--- config.mk ---
export PLATFORM = sky130hd
export DESIGN_NAME = wdri_top
export DESIGN_NICKNAME = d
export VERILOG_FILES = /design/src/rtl/wdri_pkg.sv /design/src/rtl/wdri_byte_reg.sv /design/src/rtl/wdri_top.sv
export VERILOG_INCLUDE_DIRS = /design/src /design/src/rtl
export SDC_FILE = /design/constraint.sdc
export NUM_CORES = 1
export LEC_CHECK = 0
export BUFFER_PORTS_ARGS = -buffer_cell sky130_fd_sc_hd__buf_2
export CORE_MARGIN = 2
export CORE_UTILIZATION = 55
export DETAILED_ROUTE_END_ITERATION = 12
export PLACE_DENSITY = 0.8
export SYNTH_ARGS = -nofsm -noshare
export SYNTH_HDL_FRONTEND = slang
export SYNTH_SLANG_ARGS = --single-unit
--- constraint.sdc ---
create_clock -name pclk -period 3.1 [get_ports pclk]
set_input_delay 0.155 -clock pclk [delete_from_list [all_inputs] [get_ports pclk]]
set_output_delay 0.155 -clock pclk [all_outputs]
set_load 0.02 [all_outputs]
--- src/rtl/wdri_consts.svh ---
// Address indices, field positions, reset values and timing counts of the watchdog registers
`ifndef WDRI_CONSTS_SVH
`define WDRI_CONSTS_SVH

// Register indices; byte address on APB is four times the index
`define WDRI_IDX_UNLOCK 12'hFF0
`define WDRI_IDX_CAUSE 12'hFF0
`define WDRI_IDX_UPPER 12'hFF1
`define WDRI_IDX_HIGH 12'hFF2
`define WDRI_IDX_LOW 12'hFF3

// Reset-cause field positions
`define WDRI_POS_POR 7
`define WDRI_POS_STOP 6
`define WDRI_POS_TIMEOUT 5
`define WDRI_POS_PIN 4

// Reset values
`define WDRI_RST_UPPER 8'h00
`define WDRI_RST_HIGH 8'h04
`define WDRI_RST_LOW 8'h00
`define WDRI_RST_RELOAD 24'h000400
`define WDRI_RST_CAUSE 4'h8
`define WDRI_RST_UNLOCK 8'h00

// Watchdog tick period and system clock period, in ns
`define WDRI_TICK_NS 100000
`define WDRI_CLK_NS 4
`define WDRI_TICK_CYC (`WDRI_TICK_NS / `WDRI_CLK_NS)

`endif

--- src/rtl/wdri_pkg.sv ---
// Types shared by the watchdog register interface
package wdri_pkg;
  typedef logic [13:0] wdri_addr_t;
  typedef logic [31:0] wdri_data_t;
  typedef logic [7:0] wdri_byte_t;
  typedef logic [23:0] wdri_count_t;
  typedef enum logic [2:0] {
    WDRI_SEL_FF0 = 3'b000,
    WDRI_SEL_UPPER = 3'b001,
    WDRI_SEL_HIGH = 3'b010,
    WDRI_SEL_LOW = 3'b011,
    WDRI_SEL_NONE = 3'b100
  } wdri_sel_t;
endpackage

--- src/rtl/wdri_byte_reg.sv ---
// One byte of the watchdog reload value with its own write strobe
`timescale 1ns/1ps
`default_nettype none
module wdri_byte_reg #(
  parameter logic [7:0] RESET_VAL = 8'h00
) (
  input wire logic pclk, // System clock
  input wire logic presetn, // Asynchronous reset, active low
  input wire logic wr_en, // Write strobe for this byte
  input wire wdri_pkg::wdri_byte_t wr_data, // Byte to store
  output var wdri_pkg::wdri_byte_t q // Stored byte
);
  import wdri_pkg::*;

  wdri_byte_t q_ff;

  always_ff @(posedge pclk or negedge presetn) begin
    if (!presetn) begin
      q_ff <= RESET_VAL;
    end else if (wr_en) begin
      q_ff <= wr_data;
    end
  end

  assign q = q_ff;
endmodule
`default_nettype wire

--- src/rtl/wdri_top.sv ---
// APB register interface of the watchdog: unlock, reset cause, reload bytes and counter
`timescale 1ns/1ps
`include "wdri_consts.svh"
`default_nettype none
module wdri_top #(
  parameter int TICK_CYC = `WDRI_TICK_CYC
) (
  input wire logic pclk, // System clock, 250 MHz
  input wire logic presetn, // Asynchronous reset, active low
  input wire logic psel, // APB select
  input wire logic penable, // APB access phase
  input wire logic pwrite, // APB direction, high for write
  input wire wdri_pkg::wdri_addr_t paddr, // APB byte address
  input wire wdri_pkg::wdri_data_t pwdata, // APB write data
  output var wdri_pkg::wdri_data_t prdata, // APB read data
  output var logic pready, // APB ready
  output var logic pslverr, // APB error on unmapped address
  input wire logic stop_recovery_event, // Pulse: recovered from stop mode
  input wire logic pin_reset_event, // Pulse: reset pin was asserted
  input wire logic refresh, // Pulse: reload counter from reload value
  output var logic watchdog_timeout, // Pulse: counter reached zero
  output var logic unlock_write, // Pulse: unlock register was written
  output var wdri_pkg::wdri_byte_t unlock_value // Last value written to unlock
);
  import wdri_pkg::*;

  localparam wdri_addr_t ADDR_FF0 = {`WDRI_IDX_UNLOCK, 2'b00};
  localparam wdri_addr_t ADDR_UPPER = {`WDRI_IDX_UPPER, 2'b00};
  localparam wdri_addr_t ADDR_HIGH = {`WDRI_IDX_HIGH, 2'b00};
  localparam wdri_addr_t ADDR_LOW = {`WDRI_IDX_LOW, 2'b00};
  localparam int TICK_W = (TICK_CYC > 1) ? $clog2(TICK_CYC) : 1;
  localparam logic [TICK_W-1:0] TICK_LAST = TICK_W'(TICK_CYC - 1);

  // Address decode
  wdri_sel_t sel;
  assign sel = (paddr == ADDR_FF0) ? WDRI_SEL_FF0 :
               (paddr == ADDR_UPPER) ? WDRI_SEL_UPPER :
               (paddr == ADDR_HIGH) ? WDRI_SEL_HIGH :
               (paddr == ADDR_LOW) ? WDRI_SEL_LOW : WDRI_SEL_NONE;

  logic pready_ff;
  wire logic setup_ph;
  wire logic access_done;
  wire logic wr_done;
  wire logic rd_done;
  assign setup_ph = psel & ~penable;
  assign access_done = psel & penable & pready_ff;
  assign wr_done = access_done & pwrite & (sel != WDRI_SEL_NONE);
  assign rd_done = access_done & ~pwrite & (sel != WDRI_SEL_NONE);

  wire logic wr_unlock;
  wire logic wr_upper;
  wire logic wr_high;
  wire logic wr_low;
  wire logic rd_cause;
  assign wr_unlock = wr_done & (sel == WDRI_SEL_FF0);
  assign wr_upper = wr_done & (sel == WDRI_SEL_UPPER);
  assign wr_high = wr_done & (sel == WDRI_SEL_HIGH);
  assign wr_low = wr_done & (sel == WDRI_SEL_LOW);
  assign rd_cause = rd_done & (sel == WDRI_SEL_FF0);

  // Reload value bytes
  wdri_byte_t reload_upper_byte;
  wdri_byte_t reload_high_byte;
  wdri_byte_t reload_low_byte;
  wdri_count_t reload_value;

  wdri_byte_reg #(.RESET_VAL(`WDRI_RST_UPPER)) u_upper (
    .pclk(pclk),
    .presetn(presetn),
    .wr_en(wr_upper),
    .wr_data(pwdata[7:0]),
    .q(reload_upper_byte)
  );
  wdri_byte_reg #(.RESET_VAL(`WDRI_RST_HIGH)) u_high (
    .pclk(pclk),
    .presetn(presetn),
    .wr_en(wr_high),
    .wr_data(pwdata[7:0]),
    .q(reload_high_byte)
  );
  wdri_byte_reg #(.RESET_VAL(`WDRI_RST_LOW)) u_low (
    .pclk(pclk),
    .presetn(presetn),
    .wr_en(wr_low),
    .wr_data(pwdata[7:0]),
    .q(reload_low_byte)
  );
  assign reload_value = {reload_upper_byte, reload_high_byte, reload_low_byte};

  // Tick divider and down counter
  logic [TICK_W-1:0] tick_cnt_ff;
  logic tick_ff;
  wdri_count_t count_ff;
  wdri_count_t nxt_count;
  wire logic at_zero;
  assign at_zero = (count_ff == 24'h000000);
  // Reload writes only reach the counter through refresh or expiry
  assign nxt_count = refresh ? reload_value :
                     !tick_ff ? count_ff :
                     at_zero ? reload_value : count_ff - 24'h000001;

  always_ff @(posedge pclk or negedge presetn) begin
    if (!presetn) begin
      tick_cnt_ff <= '0;
      tick_ff <= 1'b0;
    end else begin
      tick_ff <= (tick_cnt_ff == TICK_LAST);
      tick_cnt_ff <= (tick_cnt_ff == TICK_LAST) ? '0 : tick_cnt_ff + 1'b1;
    end
  end

  always_ff @(posedge pclk or negedge presetn) begin
    if (!presetn) begin
      count_ff <= `WDRI_RST_RELOAD;
    end else begin
      count_ff <= nxt_count;
    end
  end

  // Reset cause flags: bits 7..4, power-on set by reset itself
  logic [3:0] cause_ff;
  logic [3:0] nxt_cause;
  wire logic [3:0] cause_set;
  wire logic expire;
  assign expire = tick_ff & at_zero & ~refresh;
  assign cause_set = {1'b0, stop_recovery_event, expire, pin_reset_event};
  // Read clears, but an event in the same cycle survives
  assign nxt_cause = (rd_cause ? 4'h0 : cause_ff) | cause_set;

  always_ff @(posedge pclk or negedge presetn) begin
    if (!presetn) begin
      cause_ff <= `WDRI_RST_CAUSE;
    end else begin
      cause_ff <= nxt_cause;
    end
  end

  // Unlock register
  wdri_byte_t unlock_ff;
  logic unlock_write_ff;
  logic timeout_ff;
  always_ff @(posedge pclk or negedge presetn) begin
    if (!presetn) begin
      unlock_ff <= `WDRI_RST_UNLOCK;
      unlock_write_ff <= 1'b0;
      timeout_ff <= 1'b0;
    end else begin
      if (wr_unlock) begin
        unlock_ff <= pwdata[7:0];
      end
      unlock_write_ff <= wr_unlock;
      timeout_ff <= expire;
    end
  end

  // APB answer: ready in the first access cycle, data captured at setup
  wdri_data_t rdata_ff;
  wdri_data_t nxt_rdata;
  logic pslverr_ff;
  always_comb begin
    nxt_rdata = 32'h00000000;
    unique case (sel)
      WDRI_SEL_FF0: nxt_rdata[7:0] = {cause_ff, 4'h0};
      WDRI_SEL_UPPER: nxt_rdata[7:0] = count_ff[23:16];
      WDRI_SEL_HIGH: nxt_rdata[7:0] = count_ff[15:8];
      WDRI_SEL_LOW: nxt_rdata[7:0] = count_ff[7:0];
      WDRI_SEL_NONE: nxt_rdata = 32'h00000000;
    endcase
  end

  always_ff @(posedge pclk or negedge presetn) begin
    if (!presetn) begin
      rdata_ff <= 32'h00000000;
      pready_ff <= 1'b0;
      pslverr_ff <= 1'b0;
    end else begin
      pready_ff <= setup_ph;
      pslverr_ff <= setup_ph & (sel == WDRI_SEL_NONE);
      if (setup_ph && !pwrite) begin
        rdata_ff <= nxt_rdata;
      end
    end
  end

  assign prdata = rdata_ff;
  assign pready = pready_ff;
  assign pslverr = pslverr_ff;
  assign watchdog_timeout = timeout_ff;
  assign unlock_write = unlock_write_ff;
  assign unlock_value = unlock_ff;

  // Checks
  apb_answer_a: assert property (@(posedge pclk) disable iff (!presetn)
    setup_ph |=> pready)
    else $error("pready missing after setup");

  unlock_store_a: assert property (@(posedge pclk) disable iff (!presetn)
    (access_done && pwrite && paddr == ADDR_FF0) |=>
      (unlock_value == $past(pwdata[7:0])) && unlock_write)
    else $error("unlock write not stored");

  cause_read_a: assert property (@(posedge pclk) disable iff (!presetn)
    (setup_ph && !pwrite && paddr == ADDR_FF0) |=>
      prdata == {24'h000000, $past(cause_ff), 4'h0})
    else $error("control address read not reset cause");

  timeout_flag_a: assert property (@(posedge pclk) disable iff (!presetn)
    expire |=> cause_ff[`WDRI_POS_TIMEOUT - 4] && watchdog_timeout)
    else $error("timeout flag not set on expiry");

  count_read_a: assert property (@(posedge pclk) disable iff (!presetn)
    (setup_ph && !pwrite && paddr == ADDR_HIGH) |=>
      prdata == {24'h000000, $past(count_ff[15:8])})
    else $error("reload byte read not counter");

  reload_write_a: assert property (@(posedge pclk) disable iff (!presetn)
    (access_done && pwrite && paddr == ADDR_UPPER && !refresh && !tick_ff) |=>
      (reload_value[23:16] == $past(pwdata[7:0])) && $stable(count_ff))
    else $error("reload write wrong or touched counter");

  byte_only_a: assert property (@(posedge pclk) disable iff (!presetn)
    (access_done && pwrite && paddr == ADDR_LOW) |=>
      $stable(reload_value[23:8]) && reload_value[7:0] == $past(pwdata[7:0]))
    else $error("reload write changed other bytes");

  reload_default_a: assert property (@(posedge pclk) disable iff (!presetn)
    $rose(presetn) |-> reload_value == `WDRI_RST_RELOAD)
    else $error("reload default wrong after reset");

  unmapped_err_a: assert property (@(posedge pclk) disable iff (!presetn)
    (setup_ph && sel == WDRI_SEL_NONE) |=> pslverr && pready)
    else $error("unmapped access not flagged");
endmodule
`default_nettype wire

==> impl_metrics.toml <==
[status]
outcome = "finished, violations left"
violations = "hold timing"

[cts]
clk_pin_slew_ns = 0.09
cts.path.max_buffers = 2
clock_latency_ns = 0.37
htreeDepth = 3
cts.sinks = 88
cts_hold_buffers = 3
postCtsSetupRepairBufs = 0
cts_resized = 0
cts_root_buf = "clkbuf_8"
cts_tree = "yes"
numCtsBuffers = 9

[global_route]
track_usage_pct = 25.9
grt_pass1_vias = 3444
grt_pass1_wl_um = 17500
grt_max_degree = 89
overflow = 0
antenna_found_initial = 0

[final_layout]
stdcell_count = 599
n_antenna_cell = 0
fin_nets = 546
syn_to_final_growth_pct = 10.7
drive_gt1_share_pct = 25.5
fillers = 652

[run]
drv_cap = 0

[logic_synthesis]
ys_seq_area_share_pct = 48.2
synth_area_leader_cell = "dfrtp_1"
synth_top_family_by_area = "simple AND/OR/NAND/NOR gates"
synth-compound-area-share_pct = 10.9
yosysWarnings = 0
yosysTopAreaCellShare_pct = 46.4
yosys-top-cells-area = "dfrtp_1 (46%), mux2_2 (8.9%), buf_4 (3.9%)"
syn_inst = 437
synth_top_flop_cell = "dfrtp_1"
yosys.area_share.simple_pct = 19.7
synth_area_um2 = 4580
ys_ff_latch = 88
avgSynthCellArea_um2 = 10.5
synth_xor_area_share_pct = 2.49
synthArstFlopShare_pct = 100
synth_edf_count = 0
synthMuxAreaShare_pct = 11.4
synth_cell_types = 64
yosys.area_share.adder_pct = 0.819

[worst_setup_path]
worst-path-buf-inv = 1
crit_start = "count_ff[0]"
crit_type = "reg2reg"
critPathTopFamily = "simple AND/OR/NAND/NOR gates"
cp-end-kind = "flip-flop"
cp_max_fo = 6
crit_chain = "inv_1 > ha_1 > nor4b_1 > nand4_1 > o211a_1 > a211o_1"
rr_startpoint = "count_ff[0]"
cp.arrival_ns = 2.84
startpoint_type = "flip-flop"
worstPathRequired_ns = 3.35
critPathMaxStageDelay_ns = 0.64
cpMaxStageDelayCell = "nor4b_1"

[drt]
wl_um = 10900
ant_nets = 0
vias = 3645
wl_per_cell_um = 18.2
dr.pass1.iters = 5
drt_iter0_markers = 416
drc = 0
via_per_inst = 6.09

[timing]
max_slew.worst_pin.slew_ns = 1.09
maxSlewHeadroom_pct = 27.1
tns_ns = 0
fin_skew_ns = 0.0113
finalSetupViolCount = 0
slew_violations = 0
max_freq_mhz = 386
hold_viol = 23
min_period_over_period_pct = 83.5
period_needed_ns = 2.59
worst_hold_slack_ns = -0.0327
rsz0062_at_grt = "no"

[power_and_ir_drop]
pwr-share-comb_pct = 12.5
power.density_nw_per_um2 = 480
p_leak_uw = 0.00241
p_clk_share_pct = 36.8
seq_power_share_pct = 50.7
swShare_pct = 28.1
vdd_ir_drop_max_mv = 0.325
internal-power_uw = 1750
power_uw = 2430
switching_power_uw = 683

[floorplan]
die_x_um = 95.3
die_h_um = 95.3
io_pins = 98
dieArea_um2 = 9070
core_um2 = 8130
start_util_pct = 56.3
rows = 33

[placed_design]
dpl.hpwl_um = 7340
place_congestion = 0.911
post-place-cells = 580
portBuffers = 49

[min_path]
min_path_type = "in2async"
-- sequential cells by signal, indices dropped and copies added, names as in the netlist, 4 cells and up --
register      cells
u_low.q           8
cause_ff          4
tick_cnt_ff      15
u_high.q          8
count_ff         24
unlock_value      8
prdata            8
u_upper.q         8
-- kinds of logic after synthesis --
| family | after synthesis |
|---|---|
| flip-flops | 88 |
| adder cells (fa/ha/maj) | 3 |
| buffers and inverters | 47 |
| AND/OR/NAND/NOR | 171 |
| multiplexers | 42 |
| other | 1 |
| XOR/XNOR | 13 |
| AO/OA/AOI/OAI | 72 |
-- power groups by stage --
stage                     Combinational, uW  Sequential [uW]  Clock [uW]
after global placement                  290             1250           0
final                                   305             1230         896
after global routing                    339             1240         953
after CTS                               300             1230         913
after floorplan                         228             1230           0
after detailed placement                295             1250           0
-- Yosys cell counts (6+ instances only) --
master / n
mux2_2: 36
nor2_1: 35
a21oi_1: 11
inv_1: 8
nand4_1: 15
xor2_1: 8
clkbuf_1: 9
nor4_1: 9
nor3_1: 13
buf_4: 24
and3_1: 6
nand3_1: 17
o211ai_1: 6
nand2_1: 38
dfrtp_1: 85
o21ai_0: 17
-- stage by stage --
stage	instance area [um^2]	hold slack, ns	utilization [%]	setup slack, ns
finish	5070	-0.0327	62.3	0.512
global route	5070	0.0499	62.3	0.341
CTS	5070	0.0339	62.3	0.594
detailed placement	4820	0.338	59.2	0.624
global placement	4820	0.340	59.2	0.652
floorplan	4670	-0.141	-	0.686
-- path summary, 6_finish.rpt --
| check | endpoint | slack (ns) | depth (start not counted) |
|---|---|---|---|
| worst min-delay path | pslverr | -0.03 | 1 |
| worst min register to register | tick_cnt_ff[0] | 0.47 | 1 |
| worst max-delay path | count_ff[16] | 0.51 | 6 |
| max in group asynchronous | tick_cnt_ff[4] | 2.40 | 1 |
| worst max register to register | count_ff[16] | 0.51 | 6 |
| min in group pclk | u_low.q[4] | 0.06 | 2 |
-- cell type report --
type                            count  area [um^2]  share of cell area [%]
Multi-Input combinational cell    325         2160                    42.7
Tap cell                          105          131                    2.59
Timing Repair Buffer               57          315                    6.22
Sequential cell                    88         2210                    43.5
Clock inverter                      7          100                    1.97
Inverter                            8         30.0                   0.592
Clock buffer                        9          124                    2.44
-- placed cells by master, fill, tap and decap left out, types with 4 or more instances in the layout --
master | synthesis | routed
buf_2 | 1 | 48
inv_1 | 8 | 8
nand4_1 | 15 | 15
dfrtp_1 | 85 | 85
or4_1 | 4 | 4
nor2_1 | 35 | 35
buf_4 | 24 | 6
conb_1 | 1 | 24
mux2_2 | 36 | 36
a21oi_1 | 11 | 11
nor3_1 | 13 | 13
xnor2_1 | 5 | 5
xor2_1 | 8 | 8
nand2_1 | 38 | 38
and2_1 | 4 | 4
mux4_2 | 4 | 4
nand3_1 | 17 | 17
and3_1 | 6 | 6
nor2b_1 | 4 | 4
clkbuf_8 | 0 | 9
o21ai_0 | 17 | 17
or3_1 | 4 | 4
o31ai_1 | 5 | 5
o211ai_1 | 6 | 6
nor4_1 | 9 | 9
a22oi_1 | 5 | 5
-- per-layer routing --
layer / part of all wire [%] / global-route usage [%] / routed length [um] / up-vias
met5: 0 / 0 / 0 / -
met4: 2.8 / 9.90 / 310 / 0
met3: 7.8 / 6.17 / 852 / 26
met2: 45 / 39.0 / 4890 / 191
met1: 44 / 36.5 / 4820 / 1770
li1: - / - / - / 1658
Note: power is estimated with default switching activity, not from simulation.
